===== src/common/asq_map.svh =====
`ifndef ASQ_MAP_SVH
`define ASQ_MAP_SVH

// register byte offsets
`define ASQ_OFF_CTRL      8'h00
`define ASQ_OFF_MODE      8'h04
`define ASQ_OFF_STAT      8'h08
`define ASQ_OFF_DELAY     8'h0C
`define ASQ_OFF_MON0      8'h10
`define ASQ_OFF_MON1      8'h14

// control register bits
`define ASQ_CTRL_NSTART   0
`define ASQ_CTRL_PSTART   1
`define ASQ_CTRL_POWER    2
`define ASQ_CTRL_DUAL     3
`define ASQ_CTRL_DSEL     4

// mode register fields
`define ASQ_MODE_RS       1:0
`define ASQ_MODE_SCAN     0
`define ASQ_MODE_REP      1
`define ASQ_MODE_NCH      5:2
`define ASQ_MODE_PCH      9:6
`define ASQ_MODE_SFIRST   13:10
`define ASQ_MODE_SSPAN    17:14
`define ASQ_MODE_ITM      20:18

// status register bits
`define ASQ_STAT_NDONE    0
`define ASQ_STAT_NBUSY    1
`define ASQ_STAT_PDONE    2
`define ASQ_STAT_PBUSY    3

// start delay register
`define ASQ_DELAY_RST     8'h27
`define ASQ_DELAY_MIN     8'h01
`define ASQ_DELAY_F       7:0

// monitor register fields
`define ASQ_MON_EN        0
`define ASQ_MON_CHAN      4:1
`define ASQ_MON_DIR       5
`define ASQ_MON_METH      6
`define ASQ_MON_LIM       10:7
`define ASQ_MON_THR       27:16

`endif


===== src/common/asq_pkg.sv =====
package asq_pkg;

	typedef enum logic [2:0] {
		ASQ_IDLE = 3'b001,
		ASQ_NORM = 3'b010,
		ASQ_PRIO = 3'b100
	} asq_fsm_t;

	typedef struct packed {
		logic        en;
		logic [3:0]  chan;
		logic        dir;
		logic        method;
		logic [3:0]  limit;
		logic [11:0] thr;
	} asq_mon_t;

	typedef struct packed {
		logic        power;
		logic        dual;
		logic        dsel;
		logic [1:0]  rs;
		logic [3:0]  nch;
		logic [3:0]  pch;
		logic [3:0]  sfirst;
		logic [3:0]  sspan;
		logic [2:0]  repeat_irq_interval;
		logic [7:0]  delay;
	} asq_cfg_t;

	typedef struct packed {
		asq_cfg_t          cfg;
		asq_mon_t [1:0]    mon;
		logic [1:0][3:0]   mcnt;
		asq_fsm_t          st;
		logic              nbusy;
		logic              ndone;
		logic              pbusy;
		logic              pdone;
		logic [3:0]        ncur;
		logic [3:0]        scan_left;
		logic [2:0]        rep_cnt;
		logic              dly_run;
		logic [7:0]        dly_cnt;
		logic              conv_start;
		logic              conv_abort;
		logic              conv_prio;
		logic [3:0]        conv_chan;
		logic              ub_start;
		logic              nirq;
		logic              pirq;
		logic [1:0]        mirq;
		logic [31:0]       rdata;
	} asq_state_t;

endpackage : asq_pkg


===== src/hw/asq_top.sv =====
// Our own choices: the strobed register port and the register addresses.
`timescale 1ns/1ps
`include "asq_map.svh"
// How it works
// (RULE1) 8-bit delay count, 0x01-0xFF, resets 0x27
// (RULE2) unit B starts count plus one clocks later
// (RULE3) no unit B trigger before ours issued
// (RULE4) software powers analog, waits 3us first
// (RULE5) mode 00: one channel, done, idle, irq
// (RULE6) mode 01: one scan, done, idle, irq
// (RULE7) mode 10: repeat, done per interval, busy
// (RULE8) mode 11: repeat scans, done each scan
// (RULE9) reading status clears normal done flag
// (RULE10) dual mode allows fixed-channel modes only
// (RULE11) priority preempts, normal resumes same channel
// (RULE12) priority is one single fixed conversion
// (RULE13) priority end: irq, done set, busy cleared
// (RULE14) new priority request abandons running one
// (RULE15) no priority conversion in dual mode
// (RULE16) two monitors with independent enables
// (RULE17) monitor: channel, direction, method, limit
// (RULE18) compare each stored result, count matches
// (RULE19) sequential: irq at limit, mismatch clears
// (RULE20) cumulative: irq and clear at limit
// (RULE21) equal result neither counts nor interrupts
// (RULE22) software leaves monitored result register alone
// (RULE23) dual select: 0 trigger start, 1 interleave
// (RULE24) normal busy set when normal conversion starts
module asq_top (
	// clock and reset
	input  wire logic        i_clk,
	input  wire logic        i_rst,
	// register port
	input  wire logic [7:0]  i_addr,
	input  wire logic [31:0] i_wdata,
	input  wire logic        i_wr,
	input  wire logic        i_rd,
	output logic      [31:0] o_rdata,
	// conversion core
	output logic             o_conv_start,
	output logic             o_conv_abort,
	output logic             o_conv_prio,
	output logic      [3:0]  o_conv_chan,
	input  wire logic        i_conv_done,
	input  wire logic [11:0] i_conv_result,
	output logic             o_analog_power_on,
	// dual unit
	output logic             o_dual_enable,
	output logic             o_dual_interleave,
	output logic             o_unit_b_start,
	// events
	output logic             o_normal_done_irq,
	output logic             o_priority_done_irq,
	output logic      [1:0]  o_monitor_irq
);

	asq_pkg::asq_state_t s_q;
	asq_pkg::asq_state_t s_d;

	logic wr_ctrl;
	logic rd_stat;
	logic nstart;
	logic pstart;
	logic ndone_ev;
	logic pdone_ev;
	logic scan_en;
	logic rep_en;

	assign wr_ctrl  = i_wr && (i_addr == `ASQ_OFF_CTRL);
	assign rd_stat  = i_rd && (i_addr == `ASQ_OFF_STAT);
	assign nstart   = wr_ctrl && i_wdata[`ASQ_CTRL_NSTART];
	assign pstart   = wr_ctrl && i_wdata[`ASQ_CTRL_PSTART];
	assign ndone_ev = i_conv_done && (s_q.st == asq_pkg::ASQ_NORM);
	assign pdone_ev = i_conv_done && (s_q.st == asq_pkg::ASQ_PRIO);
	// scan is forced off in dual unit operation
	assign scan_en  = s_q.cfg.rs[`ASQ_MODE_SCAN] && !s_q.cfg.dual; // [RULE10]
	assign rep_en   = s_q.cfg.rs[`ASQ_MODE_REP];

	always_comb begin
		logic        gt;
		logic        lt;
		logic        hit;
		logic [4:0]  nxt;
		logic [31:0] mrd;
		gt  = 1'b0;
		lt  = 1'b0;
		hit = 1'b0;
		nxt = 5'h00;
		mrd = 32'h0000_0000;
		s_d = s_q;
		s_d.conv_start = 1'b0;
		s_d.conv_abort = 1'b0;
		s_d.ub_start   = 1'b0;
		s_d.nirq       = 1'b0;
		s_d.pirq       = 1'b0;
		s_d.mirq       = 2'h0;

		// register writes
		if (wr_ctrl) begin
			s_d.cfg.power = i_wdata[`ASQ_CTRL_POWER];
			s_d.cfg.dual  = i_wdata[`ASQ_CTRL_DUAL];
			s_d.cfg.dsel  = i_wdata[`ASQ_CTRL_DSEL]; // [RULE23]
		end
		if (i_wr && (i_addr == `ASQ_OFF_MODE)) begin
			s_d.cfg.rs     = i_wdata[`ASQ_MODE_RS];
			s_d.cfg.nch    = i_wdata[`ASQ_MODE_NCH];
			s_d.cfg.pch    = i_wdata[`ASQ_MODE_PCH];
			s_d.cfg.sfirst = i_wdata[`ASQ_MODE_SFIRST];
			s_d.cfg.sspan  = i_wdata[`ASQ_MODE_SSPAN];
			s_d.cfg.repeat_irq_interval    = i_wdata[`ASQ_MODE_ITM];
		end
		// zero is outside the legal range and is ignored
		if (i_wr && (i_addr == `ASQ_OFF_DELAY)
		    && (i_wdata[`ASQ_DELAY_F] >= `ASQ_DELAY_MIN)) begin
			s_d.cfg.delay = i_wdata[`ASQ_DELAY_F]; // [RULE1]
		end
		for (int i = 0; i < 2; i++) begin
			if (i_wr && (i_addr == ((i == 0) ? `ASQ_OFF_MON0
			                                 : `ASQ_OFF_MON1))) begin
				s_d.mon[i].en     = i_wdata[`ASQ_MON_EN]; // [RULE16]
				s_d.mon[i].chan   = i_wdata[`ASQ_MON_CHAN]; // [RULE17]
				s_d.mon[i].dir    = i_wdata[`ASQ_MON_DIR];
				s_d.mon[i].method = i_wdata[`ASQ_MON_METH];
				s_d.mon[i].limit  = i_wdata[`ASQ_MON_LIM];
				s_d.mon[i].thr    = i_wdata[`ASQ_MON_THR];
				s_d.mcnt[i]       = 4'h0;
			end
		end

		// register reads, answer stands one cycle later
		s_d.rdata = 32'h0000_0000;
		if (i_rd) begin
			case (i_addr)
			`ASQ_OFF_CTRL: begin
				s_d.rdata[`ASQ_CTRL_POWER] = s_q.cfg.power;
				s_d.rdata[`ASQ_CTRL_DUAL]  = s_q.cfg.dual;
				s_d.rdata[`ASQ_CTRL_DSEL]  = s_q.cfg.dsel;
			end
			`ASQ_OFF_MODE: begin
				s_d.rdata[`ASQ_MODE_RS]     = s_q.cfg.rs;
				s_d.rdata[`ASQ_MODE_NCH]    = s_q.cfg.nch;
				s_d.rdata[`ASQ_MODE_PCH]    = s_q.cfg.pch;
				s_d.rdata[`ASQ_MODE_SFIRST] = s_q.cfg.sfirst;
				s_d.rdata[`ASQ_MODE_SSPAN]  = s_q.cfg.sspan;
				s_d.rdata[`ASQ_MODE_ITM]    = s_q.cfg.repeat_irq_interval;
			end
			`ASQ_OFF_STAT: begin
				s_d.rdata[`ASQ_STAT_NDONE] = s_q.ndone;
				s_d.rdata[`ASQ_STAT_NBUSY] = s_q.nbusy;
				s_d.rdata[`ASQ_STAT_PDONE] = s_q.pdone;
				s_d.rdata[`ASQ_STAT_PBUSY] = s_q.pbusy;
			end
			`ASQ_OFF_DELAY: begin
				s_d.rdata[`ASQ_DELAY_F] = s_q.cfg.delay; // [RULE1]
			end
			`ASQ_OFF_MON0, `ASQ_OFF_MON1: begin
				for (int i = 0; i < 2; i++) begin
					if (i_addr == ((i == 0) ? `ASQ_OFF_MON0
					                        : `ASQ_OFF_MON1)) begin
						mrd[`ASQ_MON_EN]   = s_q.mon[i].en;
						mrd[`ASQ_MON_CHAN] = s_q.mon[i].chan;
						mrd[`ASQ_MON_DIR]  = s_q.mon[i].dir;
						mrd[`ASQ_MON_METH] = s_q.mon[i].method;
						mrd[`ASQ_MON_LIM]  = s_q.mon[i].limit;
						mrd[`ASQ_MON_THR]  = s_q.mon[i].thr;
					end
				end
				s_d.rdata = mrd;
			end
			default: begin
				s_d.rdata = 32'h0000_0000;
			end
			endcase
		end
		// read clears; a done event later in this process wins
		if (rd_stat) begin
			s_d.ndone = 1'b0; // [RULE9]
			s_d.pdone = 1'b0; // [RULE13]
		end

		// priority conversion finished
		if (pdone_ev) begin
			s_d.st    = asq_pkg::ASQ_IDLE;
			s_d.pbusy = 1'b0; // [RULE13]
			s_d.pdone = 1'b1;
			s_d.pirq  = 1'b1;
		end

		// normal conversion finished
		if (ndone_ev) begin
			s_d.st = asq_pkg::ASQ_IDLE;
			if (scan_en) begin
				if (s_q.scan_left == 4'h0) begin
					s_d.ndone = 1'b1; // [RULE6] [RULE8]
					s_d.nirq  = 1'b1;
					if (rep_en) begin
						s_d.ncur      = s_q.cfg.sfirst;
						s_d.scan_left = s_q.cfg.sspan;
					end else begin
						s_d.nbusy = 1'b0;
					end
				end else begin
					s_d.ncur      = s_q.ncur + 4'h1;
					s_d.scan_left = s_q.scan_left - 4'h1;
				end
			end else if (rep_en) begin
				if (s_q.rep_cnt == s_q.cfg.repeat_irq_interval) begin
					s_d.rep_cnt = 3'h0; // [RULE7]
					s_d.ndone   = 1'b1;
					s_d.nirq    = 1'b1;
				end else begin
					s_d.rep_cnt = s_q.rep_cnt + 3'h1;
				end
			end else begin
				s_d.ndone = 1'b1; // [RULE5]
				s_d.nbusy = 1'b0;
				s_d.nirq  = 1'b1;
			end
			// each normal result is checked by every enabled monitor set to its channel
			for (int i = 0; i < 2; i++) begin
				gt  = i_conv_result > s_q.mon[i].thr;
				lt  = i_conv_result < s_q.mon[i].thr;
				hit = s_q.mon[i].dir ? gt : lt; // [RULE18]
				nxt = {1'b0, s_q.mcnt[i]} + 5'h01;
				if (s_q.mon[i].en && (s_q.mon[i].chan == s_q.conv_chan)
				    && (gt || lt)) begin // [RULE21]
					if (!s_q.mon[i].method) begin
						if (hit) begin
							if (nxt >= {1'b0, s_q.mon[i].limit}) begin
								s_d.mirq[i] = 1'b1; // [RULE19]
							end
							if (nxt <= {1'b0, s_q.mon[i].limit}) begin
								s_d.mcnt[i] = nxt[3:0];
							end
						end else begin
							s_d.mcnt[i] = 4'h0; // [RULE19]
						end
					end else if (hit) begin
						if (nxt >= {1'b0, s_q.mon[i].limit}) begin
							s_d.mirq[i] = 1'b1; // [RULE20]
							s_d.mcnt[i] = 4'h0;
						end else begin
							s_d.mcnt[i] = nxt[3:0];
						end
					end
				end
			end
		end

		// normal start or restart discards any running normal pass
		if (nstart) begin
			if (s_q.st == asq_pkg::ASQ_NORM) begin
				s_d.conv_abort = 1'b1;
				s_d.st         = asq_pkg::ASQ_IDLE;
			end
			s_d.nbusy     = 1'b1; // [RULE24]
			s_d.ndone     = 1'b0;
			s_d.rep_cnt   = 3'h0;
			s_d.scan_left = s_d.cfg.sspan;
			s_d.ncur      = (s_d.cfg.rs[`ASQ_MODE_SCAN] && !s_d.cfg.dual)
			                ? s_d.cfg.sfirst : s_d.cfg.nch;
		end

		// priority request; ncur is left so normal resumes there
		if (pstart && !s_d.cfg.dual) begin // [RULE15]
			if (s_d.st != asq_pkg::ASQ_IDLE) begin
				s_d.conv_abort = 1'b1; // [RULE11] [RULE14]
				s_d.st         = asq_pkg::ASQ_IDLE;
			end
			s_d.pbusy = 1'b1;
		end

		// unit B start delay
		if (s_q.dly_run) begin
			if (s_q.dly_cnt == 8'h00) begin
				s_d.ub_start = 1'b1; // [RULE2]
				s_d.dly_run  = 1'b0;
			end else begin
				s_d.dly_cnt = s_q.dly_cnt - 8'h01;
			end
		end

		// issue next conversion, priority first
		if ((s_q.st == asq_pkg::ASQ_IDLE)
		    && (s_d.st == asq_pkg::ASQ_IDLE)) begin
			if (s_d.pbusy) begin
				s_d.st         = asq_pkg::ASQ_PRIO;
				s_d.conv_start = 1'b1;
				s_d.conv_prio  = 1'b1;
				s_d.conv_chan  = s_d.cfg.pch; // [RULE12]
			end else if (s_d.nbusy) begin
				s_d.st         = asq_pkg::ASQ_NORM;
				s_d.conv_start = 1'b1;
				s_d.conv_prio  = 1'b0;
				s_d.conv_chan  = s_d.ncur;
				if (s_d.cfg.dual) begin
					s_d.dly_run = 1'b1; // [RULE2]
					s_d.dly_cnt = s_d.cfg.delay;
				end
			end
		end
	end

	always_ff @(posedge i_clk or posedge i_rst) begin
		if (i_rst) begin
			s_q           <= '0;
			s_q.cfg.delay <= `ASQ_DELAY_RST; // [RULE1]
			s_q.st        <= asq_pkg::ASQ_IDLE;
		end else begin
			s_q <= s_d;
		end
	end

	assign o_rdata             = s_q.rdata;
	assign o_conv_start        = s_q.conv_start;
	assign o_conv_abort        = s_q.conv_abort;
	assign o_conv_prio         = s_q.conv_prio;
	assign o_conv_chan         = s_q.conv_chan;
	assign o_analog_power_on   = s_q.cfg.power;
	assign o_dual_enable       = s_q.cfg.dual;
	assign o_dual_interleave   = s_q.cfg.dsel;
	assign o_unit_b_start      = s_q.ub_start;
	assign o_normal_done_irq   = s_q.nirq;
	assign o_priority_done_irq = s_q.pirq;
	assign o_monitor_irq       = s_q.mirq;
endmodule : asq_top


===== config.mk =====
export PLATFORM = sky130hd
export DESIGN_NAME = asq_top
export DESIGN_NICKNAME = d
export VERILOG_FILES = /design/src/common/asq_pkg.sv /design/src/hw/asq_top.sv
export VERILOG_INCLUDE_DIRS = /design/src /design/src/common
export SDC_FILE = /design/constraint.sdc
export NUM_CORES = 1
export LEC_CHECK = 0
export BUFFER_PORTS_ARGS = -buffer_cell sky130_fd_sc_hd__buf_2
export CAP_MARGIN = 20
export CORE_UTILIZATION = 60
export CTS_BUF_LIST = sky130_fd_sc_hd__clkbuf_8
export CTS_CLUSTER_DIAMETER = 30
export DETAILED_ROUTE_END_ITERATION = 8
export PLACE_DENSITY = 0.93
export SLEW_MARGIN = 20
export SYNTH_ARGS = -nofsm -noshare
export SYNTH_HDL_FRONTEND = slang
export SYNTH_SLANG_ARGS = --single-unit
export TNS_END_PERCENT = 100

===== constraint.sdc =====
create_clock -name i_clk -period 4.82 [get_ports i_clk]
set_input_delay 0 -clock i_clk [delete_from_list [all_inputs] [get_ports i_clk]]
set_output_delay 0 -clock i_clk [all_outputs]
set_load 0.02 [all_outputs]

# == After elaboration in Yosys (flattened, before gate mapping) ==
# Index checks and enable logic that the tools add are counted.
# word_totals
reg_bits,157
latchBits,0
ramBits,0
mem_bits_ro,0
in_bits,57
memories,0
# op_classes
addsub,6
mul,0
div_mod_pow,0
n_lt_le_gt_ge,9
n_eq_ne,15
shift,0
n_mux,86
bitwise_logic,0
n_reduce_logical,35
# op_table
op,count
$mux W4,15
$mux W11,4
$mux W8,5
$mux W3,10
$mux W1,28
$mux W28,1
$mux W9,3
$pmux W13 S2,1
$gt A12 B12 Y1,2
$lt A12 B12 Y1,2
$mux W12,2
$mux W10,2
$mux W20,1
$logic_and A1 B1 Y1,19
$eq A8 B4 Y1 const B,2
$eq A8 B5 Y1 const B,2
$logic_not A8 Y1,2
$mux W5,3
$mux W13,1
$add A4 B1 Y5 const B,2
$ge A5 B4 Y1,2
$le A5 B4 Y1,2
$mux W2,5
$pmux W2 S5,1
25 further kinds,34

# == Logic depth before layout (Yosys ltp) ==
# logic_depth
depth_word,16
depth_mapped,10

# == Worst setup path after synthesis ==
# OpenSTA, ideal clock, no wires.
# synth_timing
path_type,reg-to-reg
startpoint,register s_q[56] (netlist bit)
endpoint,register s_q[49] (netlist bit)
setup_time_ns,0.125
arrival_time_ns,2.305
required_time_ns,4.695
setup_slack_ns,2.390
path_stages_with_launch,10
path_buffers,1
synth_period_minus_slack_ns,2.430
cell_sequence,dfrtp_1 -> inv_1 -> ha_1 -> nor3b_1 -> o21ai_0 -> o21ai_0 -> nand2_1 -> nand4_1 -> buf_2 -> mux2_2
# synth_lines
element,line_no,rtl
"start, declared",asq_top.sv:57,asq_pkg::asq_state_t s_q;

==> summary.txt <==
Met2 Use GR: 51.1%
Die ar.: 14700 µm²
CTS Buf Count: 17
Flop pwr share: 50.7%
Via count: 6999
Yosys cell types: 70
Final period util: 63.6%
Port bufs: 95
Sw Ratio: 27.1%
EDFF count, synth: 0
Worst slew pin tran: 1.14 ns
Outcome: complete, no violations
Routed len/inst: 18.9 µm
Worst path arrival time: 3.44 ns
Initial Util: 61.7%
Initial antenna violation count: 0
CP delay by family, top: simple AND/OR/NAND/NOR gates
Clock share of power: 38.2%
Synth async-reset ratio: 100%
Fin. max-slew vios: 0
Largest net degree at the start of global routing: 113
Longest Clk Path Bufs: 2
Peak VDD IR: 0.203 mV
Synth Area per Inst: 10.1 µm²
DP HPWL: 14800 µm
DRC viols: 0
Num rows: 43
First-pass detailed-route iteration total: 5
Crit Path Category: flip-flop to flip-flop
Htree depth: 4
Layout Skew: 0.0152 ns
P_leak: 4.70 nW
First-pass GRT wire length: 34600 µm
Grt total ovfl: 0
RePlAce Congestion: 0.943
Critical Path, Cell by Cell: inv_1 > ha_1 > nor3b_1 > o21ai_0 > o21ai_0 > nand2_1 > nand4_1 > mux2_2
P_int: 1.98 mW
Met3 usage: 7.71%
Violation count after the first detailed-route iteration: 695
Flops & latches, synth: 153
Max_cap viols: 0
Yosys warns: 0
Vias per inst: 6.17
Die Height: 121 µm
Routed WL: 21500 µm
Grt met1 use: 37.6%
Final hold vios: 0
CP max-delay cell: nor3b_1
Crit-path max cell delay: 0.66 ns
Comb pwr share: 11.1%
Pwr dens: 279 nW/µm²
Hold/Removal Path Class: input port to asynchronous set/reset pin
Syn Std Cell Area: 8560 µm²
Worst-path clk slew: 0.09 ns
Clk_lat worst skew: 0.48 ns
Vias in the first global route: 7058
Top FF cell, synth: dfrtp_1
Net switching power: 0.734 mW
Critical path buffer and inverter count: 1
GRT Util Overall: 30.8%
Post-synthesis cell count: 848
Critical Path Most Common Cell: o21ai_0
Worst-path maximum fanout: 13
CTS Root Cell: clkbuf_8
Antenna viol nets, final: 0
Final hold slack: 0.0279 ns
Layout area overhead: 13.4%
Grt peak-use layer: met2
Slew margin rel.: 23.7%
RSZ-0062 raised after global routing: no
Diode count: 0
Post-synthesis sequential area ratio: 44.8%
Crit start category: flip-flop
Reg2Reg Setup Slack: 1.75 ns
Fin crit period: 3.07 ns
Layout cells sized above 1: 24.9%
Core ar.: 13900 µm²
# nets final: 1037
Final setup vio count: 0
Crit end category: flip-flop
FMAX: 0.326 GHz
Setup TNS: 0 ns
CTS Sinks: 153
Worst EP required: 5.19 ns
I/O Pins: 104
Chip width: 121 µm
TritonCTS clock tree: yes
## Yosys cell counts, types with 19 or more instances
| library cell | count | share of area, % |
|---|---|---|
| dfrtp_1 | 148 | 43 |
| nand2_1 | 85 | 3.7 |
| mux2_2 | 78 | 10 |
| a21oi_1 | 63 | 3.7 |
| inv_1 | 50 | 2.2 |
| nor2_1 | 40 | 1.8 |
| o21ai_0 | 40 | 2.3 |
| ha_1 | 39 | 5.7 |
| buf_4 | 38 | 3.3 |
| nand3_1 | 21 | 1.2 |
| clkbuf_1 | 19 | 0.83 |
## metal layers
| layer | vias to the layer above | wire length (µm) | part of all wire [%] |
|---|---|---|---|
| met1 | 3423 | 8840 | 41 |
| met5 | - | 0 | 0 |
| met3 | 67 | 1490 | 6.9 |
| li1 | 3168 | - | - |
| met4 | 0 | 713 | 3.3 |
| met2 | 341 | 10400 | 49 |
## cells by family after synthesis
group                    Yosys count  share of synthesized area [%]
AO/OA/AOI/OAI                    182                           13.4
flip-flops                       153                           44.8
buffers and inverters            113                           6.67
adder cells (fa/ha/maj)           39                           5.70
XOR/XNOR                          18                           1.84
multiplexers                      93                           12.1
other                              1                         0.0438
AND/OR/NAND/NOR                  249                           15.4
## final cells by class
type	instances	area, µm²
inverters	51	196
clock buffers	17	234
fillers	1000	4180
multi-input cells	585	4170
well taps	180	225
clock inverters	15	178
flip-flops and latches	153	3830
repair buffers	133	863
## tightest hold or removal path: stages
cell and delay, ns:
dlygate4sd3_1 0.53, buf_2 0.14, inv_6 0.22
## sequential cells by signal, indices dropped and copies added, names as in the netlist
register and cells:
o_priority_done_irq 1, o_analog_power_on 1, o_monitor_irq 2, o_conv_chan 4, o_dual_interleave 1, o_conv_prio 1
o_rdata 28, o_unit_b_start 1, o_conv_start 1, o_normal_done_irq 1, o_dual_enable 1, rep_en 1
s_q 109, o_conv_abort 1
## cells in the final DEF, fill, tap and decap left out, drive strengths merged, types with 22 or more instances in the layout
| cell | synthesis | final |
|---|---|---|
| a21oi | 63 | 63 |
| buf | 43 | 100 |
| dfrtp | 148 | 148 |
| dlygate4sd3 | 0 | 33 |
| ha | 39 | 39 |
| inv | 51 | 55 |
| mux2 | 81 | 81 |
| nand2 | 85 | 85 |
| nand3 | 22 | 22 |
| nor2 | 40 | 40 |
| o21ai | 42 | 42 |
## power by group through the flow
stage          clock [mW]  sequential, mW  combinational (mW)
2_1_floorplan           0            1.38               0.191
3_3_place_gp            0            1.39               0.259
3_5_place_dp            0            1.40               0.270
4_1_cts              1.04            1.37               0.294
5_1_grt              1.10            1.38               0.332
6_report             1.03            1.37               0.301
## per-stage QoR
step / instances / utilization, % / power, mW / setup slack [ns] / instance area [µm²]
after floorplan: 851 / - / 1.57 / 0.707 / 8570
after global placement: 1068 / 64.3 / 1.65 / 1.89 / 8930
after detailed placement: 1068 / 64.3 / 1.67 / 1.84 / 8930
after CTS: 1133 / 69.7 / 2.70 / 1.77 / 9670
after global routing: 1134 / 69.9 / 2.82 / 1.52 / 9700
final: 1134 / 69.9 / 2.71 / 1.75 / 9700
## timing repair
| action | 4_1_cts | 5_1_grt |
|---|---|---|
| buffers inserted | 0 | 0 |
| endpoints found under the setup margin | 0 | 0 |
| endpoints found under the hold margin | 208 | 0 |
| resized for setup | 0 | 0 |
| hold buffers | 33 | 0 |
## final timing paths
| path | from | to | cells past startpoint |
|---|---|---|---|
| worst max-delay path | s_q[56] | s_q[44] | 8 |
| max in group asynchronous | i_rst | s_q[127] | 4 |
| worst max register to register | s_q[56] | s_q[44] | 8 |
| worst min register to register | s_q[64] | s_q[64] | 1 |
| worst min-delay path | i_rst | o_rdata[25] | 3 |
| min in group i_clk | i_addr[0] | s_q[152] | 4 |
(Power assumes the default switching activity.)
